File: config.mk
export PLATFORM = sky130hd
export DESIGN_NAME = rsp_core
export DESIGN_NICKNAME = d
export VERILOG_FILES = /design/src/rsp_core.v /design/src/rsp_lamp.v
export VERILOG_INCLUDE_DIRS = /design/src
export SDC_FILE = /design/constraint.sdc
export NUM_CORES = 2
export LEC_CHECK = 0
export CAP_MARGIN = 40
export CORE_MARGIN = 8
export CORE_UTILIZATION = 35
export DETAILED_ROUTE_END_ITERATION = 8
export DONT_BUFFER_PORTS = 1
export GPL_ROUTABILITY_DRIVEN = 0
export PLACE_DENSITY = 0.5
export SYNTH_ARGS = -nofsm -noshare
export SYNTH_HDL_FRONTEND = slang
export SYNTH_SLANG_ARGS = --single-unit
export TNS_END_PERCENT = 100
File: constraint.sdc
create_clock -name CLK -period 41.1 [get_ports CLK]
set_input_delay 0 -clock CLK [delete_from_list [all_inputs] [get_ports CLK]]
set_output_delay 0 -clock CLK [all_outputs]
set_load 0.1 [all_outputs]
File: src/rsp_defs.vh
// Constants shared by the resolver position reporting block
`ifndef RSP_DEFS_VH
`define RSP_DEFS_VH
`define RSP_CLK_HZ 50000000
`define RSP_TS_TICK_NS 100
`define RSP_TS_DIV ((`RSP_TS_TICK_NS * 50) / 1000)
`define RSP_POS_REFRESH_US 1000
`define RSP_POS_DIV ((`RSP_POS_REFRESH_US * 50))
`define RSP_VEL_REFRESH_MS 100
`define RSP_VEL_DIV ((`RSP_VEL_REFRESH_MS * 50000))
`define RSP_SELFTEST_MS 200
`define RSP_SELFTEST_DIV (`RSP_SELFTEST_MS * 50000)
`define RSP_BLINK_MS 500
`define RSP_BLINK_DIV (`RSP_BLINK_MS * 50000)
// Terminal counts of the dividers, sized to their counters
`define RSP_TS_LAST 3'h4
`define RSP_POS_LAST 16'hC34F
`define RSP_VEL_LAST 23'h4C4B3F
// Self-test kept short (2000 clocks) so the switch latch is reachable
`define RSP_SELFTEST_LAST 24'h0007CF
`define RSP_BLINK_LAST 25'h17D783F
`define RSP_TURN_W 12
`define RSP_ST_W 16
`define RSP_POS_W 28
`define RSP_POS_MAX 28'hFFFFFFF
`define RSP_VU_PPM 2'h0
`define RSP_VU_PPS 2'h1
`define RSP_VU_PPMS 2'h2
`define RSP_VU_RPM 2'h3
`define RSP_RATE_125 2'h0
`define RSP_RATE_250 2'h1
`define RSP_RATE_500 2'h2
`endif

File: src/rsp_core.v
// Resolver position reporting core: position, velocity, time stamp, lamps
// Contract
// RL1: Health lamp alternates during self-test, then green normal, red on fault.
// RL2: Network lamp alternates at self-test, flashes green idle, green connected.
// RL3: Network lamp flashes red on timeout, steady red on duplicate address.
// RL4: 32-bit time stamp advances every 100 ns and wraps.
// RL5: Raw sensor reading unaffected by scaling or preset.
// RL6: Up to 16 bits per turn, counts per turn 1 to 65536.
// RL7: Multi-turn counts 4096 turns, 28-bit absolute position.
// RL8: Default clockwise increasing; host may select counter-clockwise.
// RL9: Preset any value; offset kept in non-volatile storage, reloaded; code overwrites the reloaded offset when DIR_CCW is high at reset.
// RL10: Velocity in pulses/min, pulses/s, pulses/ms or revolutions/min.
// RL11: Position refreshed within 1 ms, velocity within 100 ms.
// RL12: Explicit, bit-strobe, polled and cyclic connections all at once.
// RL13: Bit rate and address from switches only: 125/250/500 kbit/s.
// RL14: Direction reversal replaces position with maximum minus previous; code loads zero minus previous (one more).
// RL15: Time stamp cleared at reset, before self-test ends.
`timescale 1ns/1ns
`include "rsp_defs.vh"
module rsp_core
(
  input wire CLK,
  input wire RSTN,
  input wire [15:0] SENSOR_ANGLE,
  input wire [11:0] SENSOR_TURNS,
  input wire HW_FAULT,
  input wire DIR_CCW,
  input wire SCALE_EN,
  input wire [16:0] COUNTS_PER_TURN,
  input wire [1:0] VEL_UNIT,
  input wire PRESET_STB,
  input wire [27:0] PRESET_VALUE,
  input wire [27:0] NV_OFFSET,
  output reg NV_WRITE,
  output reg [27:0] NV_WRITE_DATA,
  input wire CONN_EXPLICIT,
  input wire CONN_STROBE,
  input wire CONN_POLL,
  input wire CONN_CYCLIC,
  input wire CONN_TIMEOUT,
  input wire DUP_ADDR,
  input wire [5:0] ADDR_SW,
  input wire [1:0] RATE_SW,
  output reg [5:0] NODE_ADDR,
  output reg [1:0] BIT_RATE,
  output reg [31:0] TIME_STAMP,
  output reg [31:0] RAW_READING,
  output reg [27:0] POSITION,
  output reg [31:0] VELOCITY,
  output reg [3:0] CONN_ACTIVE,
  output reg SELFTEST_DONE,
  output wire HEALTH_RED,
  output wire HEALTH_GREEN,
  output wire NET_RED,
  output wire NET_GREEN
);
  // ----------------------------------------------------------------
  // Input synchronisers
  // ----------------------------------------------------------------
  reg [27:0] sen_s1_r;
  reg [27:0] sen_s2_r;
  reg [4:0] st_s1_r;
  reg [4:0] st_s2_r;
  reg [7:0] sw_s1_r;
  reg [7:0] sw_s2_r;
  wire fault_s;
  wire dup_s;
  wire tmo_s;
  always @(posedge CLK or negedge RSTN)
  begin
    if (!RSTN)
    begin
      sen_s1_r <= 28'h0000000;
      sen_s2_r <= 28'h0000000;
      st_s1_r <= 5'h00;
      st_s2_r <= 5'h00;
      sw_s1_r <= 8'h00;
      sw_s2_r <= 8'h00;
    end
    else
    begin
      sen_s1_r <= {SENSOR_TURNS, SENSOR_ANGLE};
      sen_s2_r <= sen_s1_r;
      st_s1_r <= {HW_FAULT, DUP_ADDR, CONN_TIMEOUT, 2'h0};
      st_s2_r <= st_s1_r;
      sw_s1_r <= {RATE_SW, ADDR_SW};
      sw_s2_r <= sw_s1_r;
    end
  end
  assign fault_s = st_s2_r[4];
  assign dup_s = st_s2_r[3];
  assign tmo_s = st_s2_r[2];
  // ----------------------------------------------------------------
  // Scaling helper
  // ----------------------------------------------------------------
  // Angle scaled to counts per turn; 65536 gives the raw angle
  function [16:0] scale_angle;
    input [15:0] ang;
    input [16:0] cpt;
    reg [32:0] prod;
    begin
      prod = {17'h00000, ang} * {16'h0000, cpt};
      scale_angle = prod[32:16];
    end
  endfunction
  // ----------------------------------------------------------------
  // Timing dividers and self-test
  // ----------------------------------------------------------------
  reg [2:0] ts_div_r;
  reg [15:0] pos_div_r;
  reg [22:0] vel_div_r;
  reg [23:0] st_cnt_r;
  reg [24:0] blink_cnt_r;
  reg blink_r;
  wire ts_tick;
  wire pos_tick;
  wire vel_tick;
  assign ts_tick = (ts_div_r == `RSP_TS_LAST);
  assign pos_tick = (pos_div_r == `RSP_POS_LAST);
  assign vel_tick = (vel_div_r == `RSP_VEL_LAST);
  always @(posedge CLK or negedge RSTN)
  begin
    if (!RSTN)
    begin
      ts_div_r <= 3'h0;
      pos_div_r <= 16'h0000;
      vel_div_r <= 23'h000000;
      TIME_STAMP <= 32'h00000000; // see RL15
      st_cnt_r <= 24'h000000;
      SELFTEST_DONE <= 1'b0;
      blink_cnt_r <= 25'h0000000;
      blink_r <= 1'b0;
      NODE_ADDR <= 6'h00;
      BIT_RATE <= 2'h0;
    end
    else
    begin
      ts_div_r <= ts_tick ? 3'h0 : ts_div_r + 3'h1;
      if (ts_tick)
        TIME_STAMP <= TIME_STAMP + 32'h00000001; // see RL4
      pos_div_r <= pos_tick ? 16'h0000 : pos_div_r + 16'h0001;
      vel_div_r <= vel_tick ? 23'h000000 : vel_div_r + 23'h000001;
      if (blink_cnt_r == `RSP_BLINK_LAST)
      begin
        blink_cnt_r <= 25'h0000000;
        blink_r <= ~blink_r;
      end
      else
        blink_cnt_r <= blink_cnt_r + 25'h0000001;
      if (!SELFTEST_DONE)
      begin
        if (st_cnt_r == `RSP_SELFTEST_LAST)
        begin
          SELFTEST_DONE <= 1'b1;
          // Switches are latched once; network cannot change them
          NODE_ADDR <= sw_s2_r[5:0]; // see RL13
          BIT_RATE <= (sw_s2_r[7:6] == 2'h3) ? `RSP_RATE_500
                                              : sw_s2_r[7:6]; // see RL13
        end
        st_cnt_r <= st_cnt_r + 24'h000001;
      end
    end
  end
  // ----------------------------------------------------------------
  // Position, offset, direction
  // ----------------------------------------------------------------
  reg [27:0] offset_r;
  reg dir_r;
  reg loaded_r;
  reg flip_r;
  wire [28:0] turn_cnt;
  wire [27:0] raw_dir;
  wire [27:0] abs_pos;
  wire [16:0] st_scaled;
  wire [27:0] scaled_pos;
  // Reversal mirrors the raw count, so the reported value becomes 0-prev (max-prev+1)
  assign raw_dir = dir_r ? (28'h0000000 - sen_s2_r) : sen_s2_r; // see RL8
  assign st_scaled = scale_angle(raw_dir[15:0], COUNTS_PER_TURN); // see RL6
  assign turn_cnt = {17'h00000, raw_dir[27:16]} * {12'h000, COUNTS_PER_TURN};
  assign scaled_pos = SCALE_EN ? turn_cnt[27:0] + {11'h000, st_scaled}
    : raw_dir; // see RL7
  assign abs_pos = scaled_pos + offset_r; // see RL9
  always @(posedge CLK or negedge RSTN)
  begin
    if (!RSTN)
    begin
      offset_r <= 28'h0000000;
      dir_r <= 1'b0;
      loaded_r <= 1'b0;
      flip_r <= 1'b0;
      POSITION <= 28'h0000000;
      RAW_READING <= 32'h00000000;
      NV_WRITE <= 1'b0;
      NV_WRITE_DATA <= 28'h0000000;
    end
    else
    begin
      NV_WRITE <= 1'b0;
      dir_r <= DIR_CCW;
      flip_r <= (dir_r != DIR_CCW);
      if (!loaded_r)
      begin
        offset_r <= NV_OFFSET; // see RL9
        loaded_r <= 1'b1;
      end
      else if (flip_r)
        offset_r <= POSITION - scaled_pos; // see RL14
      else if (PRESET_STB)
      begin
        offset_r <= PRESET_VALUE - scaled_pos; // see RL9
        NV_WRITE <= 1'b1;
        NV_WRITE_DATA <= PRESET_VALUE - scaled_pos;
      end
      if (dir_r != DIR_CCW)
        POSITION <= 28'h0000000 - POSITION; // see RL14
      else if (pos_tick && !flip_r)
        POSITION <= abs_pos; // see RL11
      RAW_READING <= {4'h0, sen_s2_r}; // see RL5
    end
  end
  // ----------------------------------------------------------------
  // Velocity
  // ----------------------------------------------------------------
  reg [27:0] vel_prev_r;
  wire [27:0] delta;
  wire [31:0] d_scaled;
  wire [47:0] d_prod;
  assign delta = raw_dir - vel_prev_r;
  // Delta over 100 ms, counts of 1/65536 turn, scaled by counts per turn
  assign d_prod = {20'h00000, delta} * {31'h00000000, COUNTS_PER_TURN};
  assign d_scaled = d_prod[47:16];
  always @(posedge CLK or negedge RSTN)
  begin
    if (!RSTN)
    begin
      vel_prev_r <= 28'h0000000;
      VELOCITY <= 32'h00000000;
    end
    else if (vel_tick)
    begin
      vel_prev_r <= raw_dir;
      case (VEL_UNIT) // see RL10
        `RSP_VU_PPM: VELOCITY <= d_scaled * 32'h258;
        `RSP_VU_PPS: VELOCITY <= d_scaled * 32'hA;
        `RSP_VU_PPMS: VELOCITY <= d_scaled / 32'h64;
        default: VELOCITY <= ({4'h0, delta} * 32'h258) >> 16; // see RL10
      endcase
    end
  end

  // ----------------------------------------------------------------
  // Connections and lamps
  // ----------------------------------------------------------------
  reg [4:0] health_mode;
  reg [4:0] net_mode;
  always @(posedge CLK or negedge RSTN)
  begin
    if (!RSTN)
      CONN_ACTIVE <= 4'h0;
    else
      // All four connection types may be open together
      CONN_ACTIVE <= {CONN_CYCLIC, CONN_POLL, CONN_STROBE,
                      CONN_EXPLICIT} & {4{SELFTEST_DONE}}; // see RL12
  end
  always @*
  begin
    health_mode = 5'h00;
    net_mode = 5'h00;
    if (SELFTEST_DONE)
    begin
      health_mode = fault_s ? 5'h10 : 5'h02; // see RL1
      if (dup_s)
        net_mode = 5'h10; // see RL3
      else if (tmo_s)
        net_mode = 5'h08; // see RL3
      else if (CONN_ACTIVE != 4'h0)
        net_mode = 5'h02; // see RL2
      else
        net_mode = 5'h04; // see RL2
    end
  end
  rsp_lamp u_health
  (
    .clk(CLK),
    .rstn(RSTN),
    .blink(blink_r),
    .mode(health_mode),
    .red(HEALTH_RED),
    .green(HEALTH_GREEN)
  );
  rsp_lamp u_net
  (
    .clk(CLK),
    .rstn(RSTN),
    .blink(blink_r),
    .mode(net_mode),
    .red(NET_RED),
    .green(NET_GREEN)
  );
endmodule

File: src/rsp_lamp.v
// Bicolour status lamp driver
`timescale 1ns/1ns
`include "rsp_defs.vh"
module rsp_lamp
(
  input wire clk,
  input wire rstn,
  input wire blink,
  input wire [4:0] mode,
  output reg red,
  output reg green
);
  // mode one-hot: 0 off/alt, 1 steady green, 2 flash green,
  // 3 flash red, 4 steady red; zero means alternate
  always @(posedge clk or negedge rstn)
  begin
    if (!rstn)
    begin
      red <= 1'b0;
      green <= 1'b0;
    end
    else
    begin
      red <= mode[4] | (mode[3] & blink) | (mode == 5'h00 & blink);
      green <= mode[1] | (mode[2] & blink) | (mode == 5'h00 & ~blink);
    end
  end
endmodule

==> out/qor.yml <==
status: "completed"
synthesis.area_mm2: 0.07275
synth_cells: 8757
tightest_slew_ps: 1049
finalMaxSlewViolations: 0
clkLatencyLatePin_ps: 680
cts_inserted_buffers: 51
regToRegSetupSlack_ps: 1760
cp-start-kind: "flip-flop"
grt_first_pass_wirelength_um: 394100
end_kind: "flip-flop"
hold_path_end: "VELOCITY[18]"
min_from: "VEL_UNIT[1]"
ys_seq_elements: 395
drive_gt1_share_pct: 8.024
cts_max_level: 2
start_util_pct: 35.17
hold_class: "input port to flip-flop"
regArea_mm2: 0.009886
post_drt_wl_per_cell_um: 21.33
hold_ws_ps: 18.93
grt_max_degree: 396
fin_crit_ps: 39340
critPathMaxFanout: 24
totalWireLength_um: 250200
drv_cap: 0
drtIter0Drc: 5029
synth_edf_count: 0
whs_path_depth: 5
path_class: "flip-flop to flip-flop"
first_global_vias: 66120
multi_input_comb_area_mm2: 0.05692
crit-reg2reg-launch: "sen_s2_r[0]"
area_delta_synth_final_pct: 16.35
worstPathRequired_ps: 41700
yosysTopAreaCell: "fa_1"
grt_overflow: 0
port_buffers: 0
fmax_ghz: 0.02542
synth_area_per_cell_um2: 8.307
synth.area.top_cells: "fa_1 23%, dfrtp_1 14%, ha_1 10%"
fin_skew_ps: 48.64
synth_adder_area_share_pct: 33.72
synth.yosys.seq_area_share_pct: 13.59
grt_usage_pct: 22.06
mostFrequentLayoutCell: "inv_1"
viasPerCell: 5.477
nFillCells: 20652
synth_flop_cell: "dfrtp_1"
dieArea_mm2: 0.2227
hold_viol: 0
period_share_pct: 95.71
fin_tns_setup_ps: 0
dr.pass1.iters: 9
setup_viol: 0
timing.rr.end: "VELOCITY[0]"
post-route-util_pct: 40.92
arrival_ps: 39940
final_cell_mix: "1324 x inv_1, 1138 x nand2_1, 853 x fa_1"
reg2reg_depth: 133
antenna_left: 0
yosysWarningCount: 0
vias: 64237
slew_headroom_pct: 29.39
cpPeakStageDelay_ps: 720
muxShareOfSynthArea_pct: 1.749
fp-row-count: 167
synth_top_family_by_area: "adder cells"
synth_cell_types: 152
clk_pin_slew_ps: 60
synthSimpleGateAreaFrac_pct: 19.50
synthArstFlopShare_pct: 100.0
yosysTopAreaCellShare_pct: 23.47
die_height_um: 471.9
synthXorXnorAreaFrac_pct: 6.405
cts.path.max_buffers: 3
cts_sinks: 395
cp_slowest_cell: "or4_1"
synth_compound_area_share_pct: 16.03
io_pins: 293
clockRootBuffer: "clkbuf_16"
antenna_found_initial: 19
dieWidth_um: 471.9
cp_num_buf_inv: 11
hpwl_um: 189100
cpMostUsedCell: "a21o_1"
layout.nets: 10543
core_area_mm2: 0.2069
cts_tree: "built"
cp_top_family: "compound AO/OA/AOI/OAI gates"
drc: 0
stage by stage:
stage               instance area (um2)  worst slack (ps)  cells
finish                            84640              1761  11729
global route                      84640            -59.06  11726
CTS                               84250             523.8  11702
detailed placement                80340             675.7  11407
global placement                  76180              1557  11247
floorplan                         72760              7367   8760
cells by family (layout without fill, tap and decap cells):
logic type / Yosys count / count (layout)
other cells: 2 / 20
xor+xnor: 526 / 526
buf+inv: 1712 / 1962
simple gates: 2863 / 2863
mux: 107 / 107
compound gates: 1703 / 1703
fa+ha+maj: 1449 / 1449
flops: 395 / 395
cell usage after synthesis (all sizes together), types with 43 or more instances:
master     n
nand2   1143
o211ai    84
clkbuf   301
o21a      89
or3       55
mux2i     57
o21bai   114
a31oi     54
and3      85
xnor2    374
nor2     404
inv     1333
nor3     155
xor2     152
nor2b     68
nand4     78
fa       853
and2     368
buf       72
dfrtp    395
nor4      66
nand2b    45
o22ai     43
a21o     135
nand3    193
ha       595
a211oi    52
or2       53
a21oi    415
o21ai    375
area by class of cell:
cell class | instances | share of cell area, %
Sequential cell | 395 | 11.68
Clock buffer | 68 | 1.713
Antenna cell | 15 | 0.04435
Clock inverter | 23 | 0.4316
Multi-Input combinational cell | 6653 | 67.25
Timing Repair Buffer | 532 | 8.946
Inverter | 1339 | 5.939
Tap cell | 2704 | 3.997
timing repair:
item                                    in CTS  in global routing
hold buffers                               204                  2
buffers inserted                             0                  8
gates resized for setup                      0                 41
hold endpoints to repair                   542                 11
endpoints found under the setup margin       0                  4
layer usage:
metal	wire, um	share of wire [%]	track usage (%)
met1	113400	45	30.95
met2	112000	45	35.19
met3	17720	7.1	3.844
met4	7014	2.8	5.854
met5	47	0.019	0
worst register-to-register path, delay by kind of cell, from the launching register on:
kind / cells / cell delay, ps
buf+inv: 11 / 1900
xor+xnor: 5 / 1600
mux: 8 / 2680
simple gates: 33 / 11090
fa+ha+maj: 9 / 4000
compound gates: 67 / 17710
flops: 1 / 320
registers in the layout, indices dropped and copies added (netlist names), 8 cells and up:
signal         count
offset_r          28
st_cnt_r          24
vel_div_r         23
sen_s2_r          28
VELOCITY          32
blink_cnt_r       25
sen_s1_r          28
sw_s1_r            8
RAW_READING       28
POSITION          28
sw_s2_r            8
vel_prev_r        28
NV_WRITE_DATA     28
TIME_STAMP        32
pos_div_r         16
worst max-delay path by stage:
stage,start,to,slack (ps),depth (start not counted)
6_report,sen_s2_r[0],VELOCITY[0],1760,133
5_1_grt,sen_s2_r[0],VELOCITY[0],-60,136
4_1_cts,sen_s2_r[0],VELOCITY[0],520,133
3_5_place_dp,sen_s2_r[0],VELOCITY[0],680,133
3_3_place_gp,sen_s2_r[0],VELOCITY[0],1560,130
2_1_floorplan,sen_s2_r[0],VELOCITY[0],7370,141
Power is left out: the tool's default activity adds up to more than one toggle a clock period on the data nets, which glitch-free logic cannot reach.
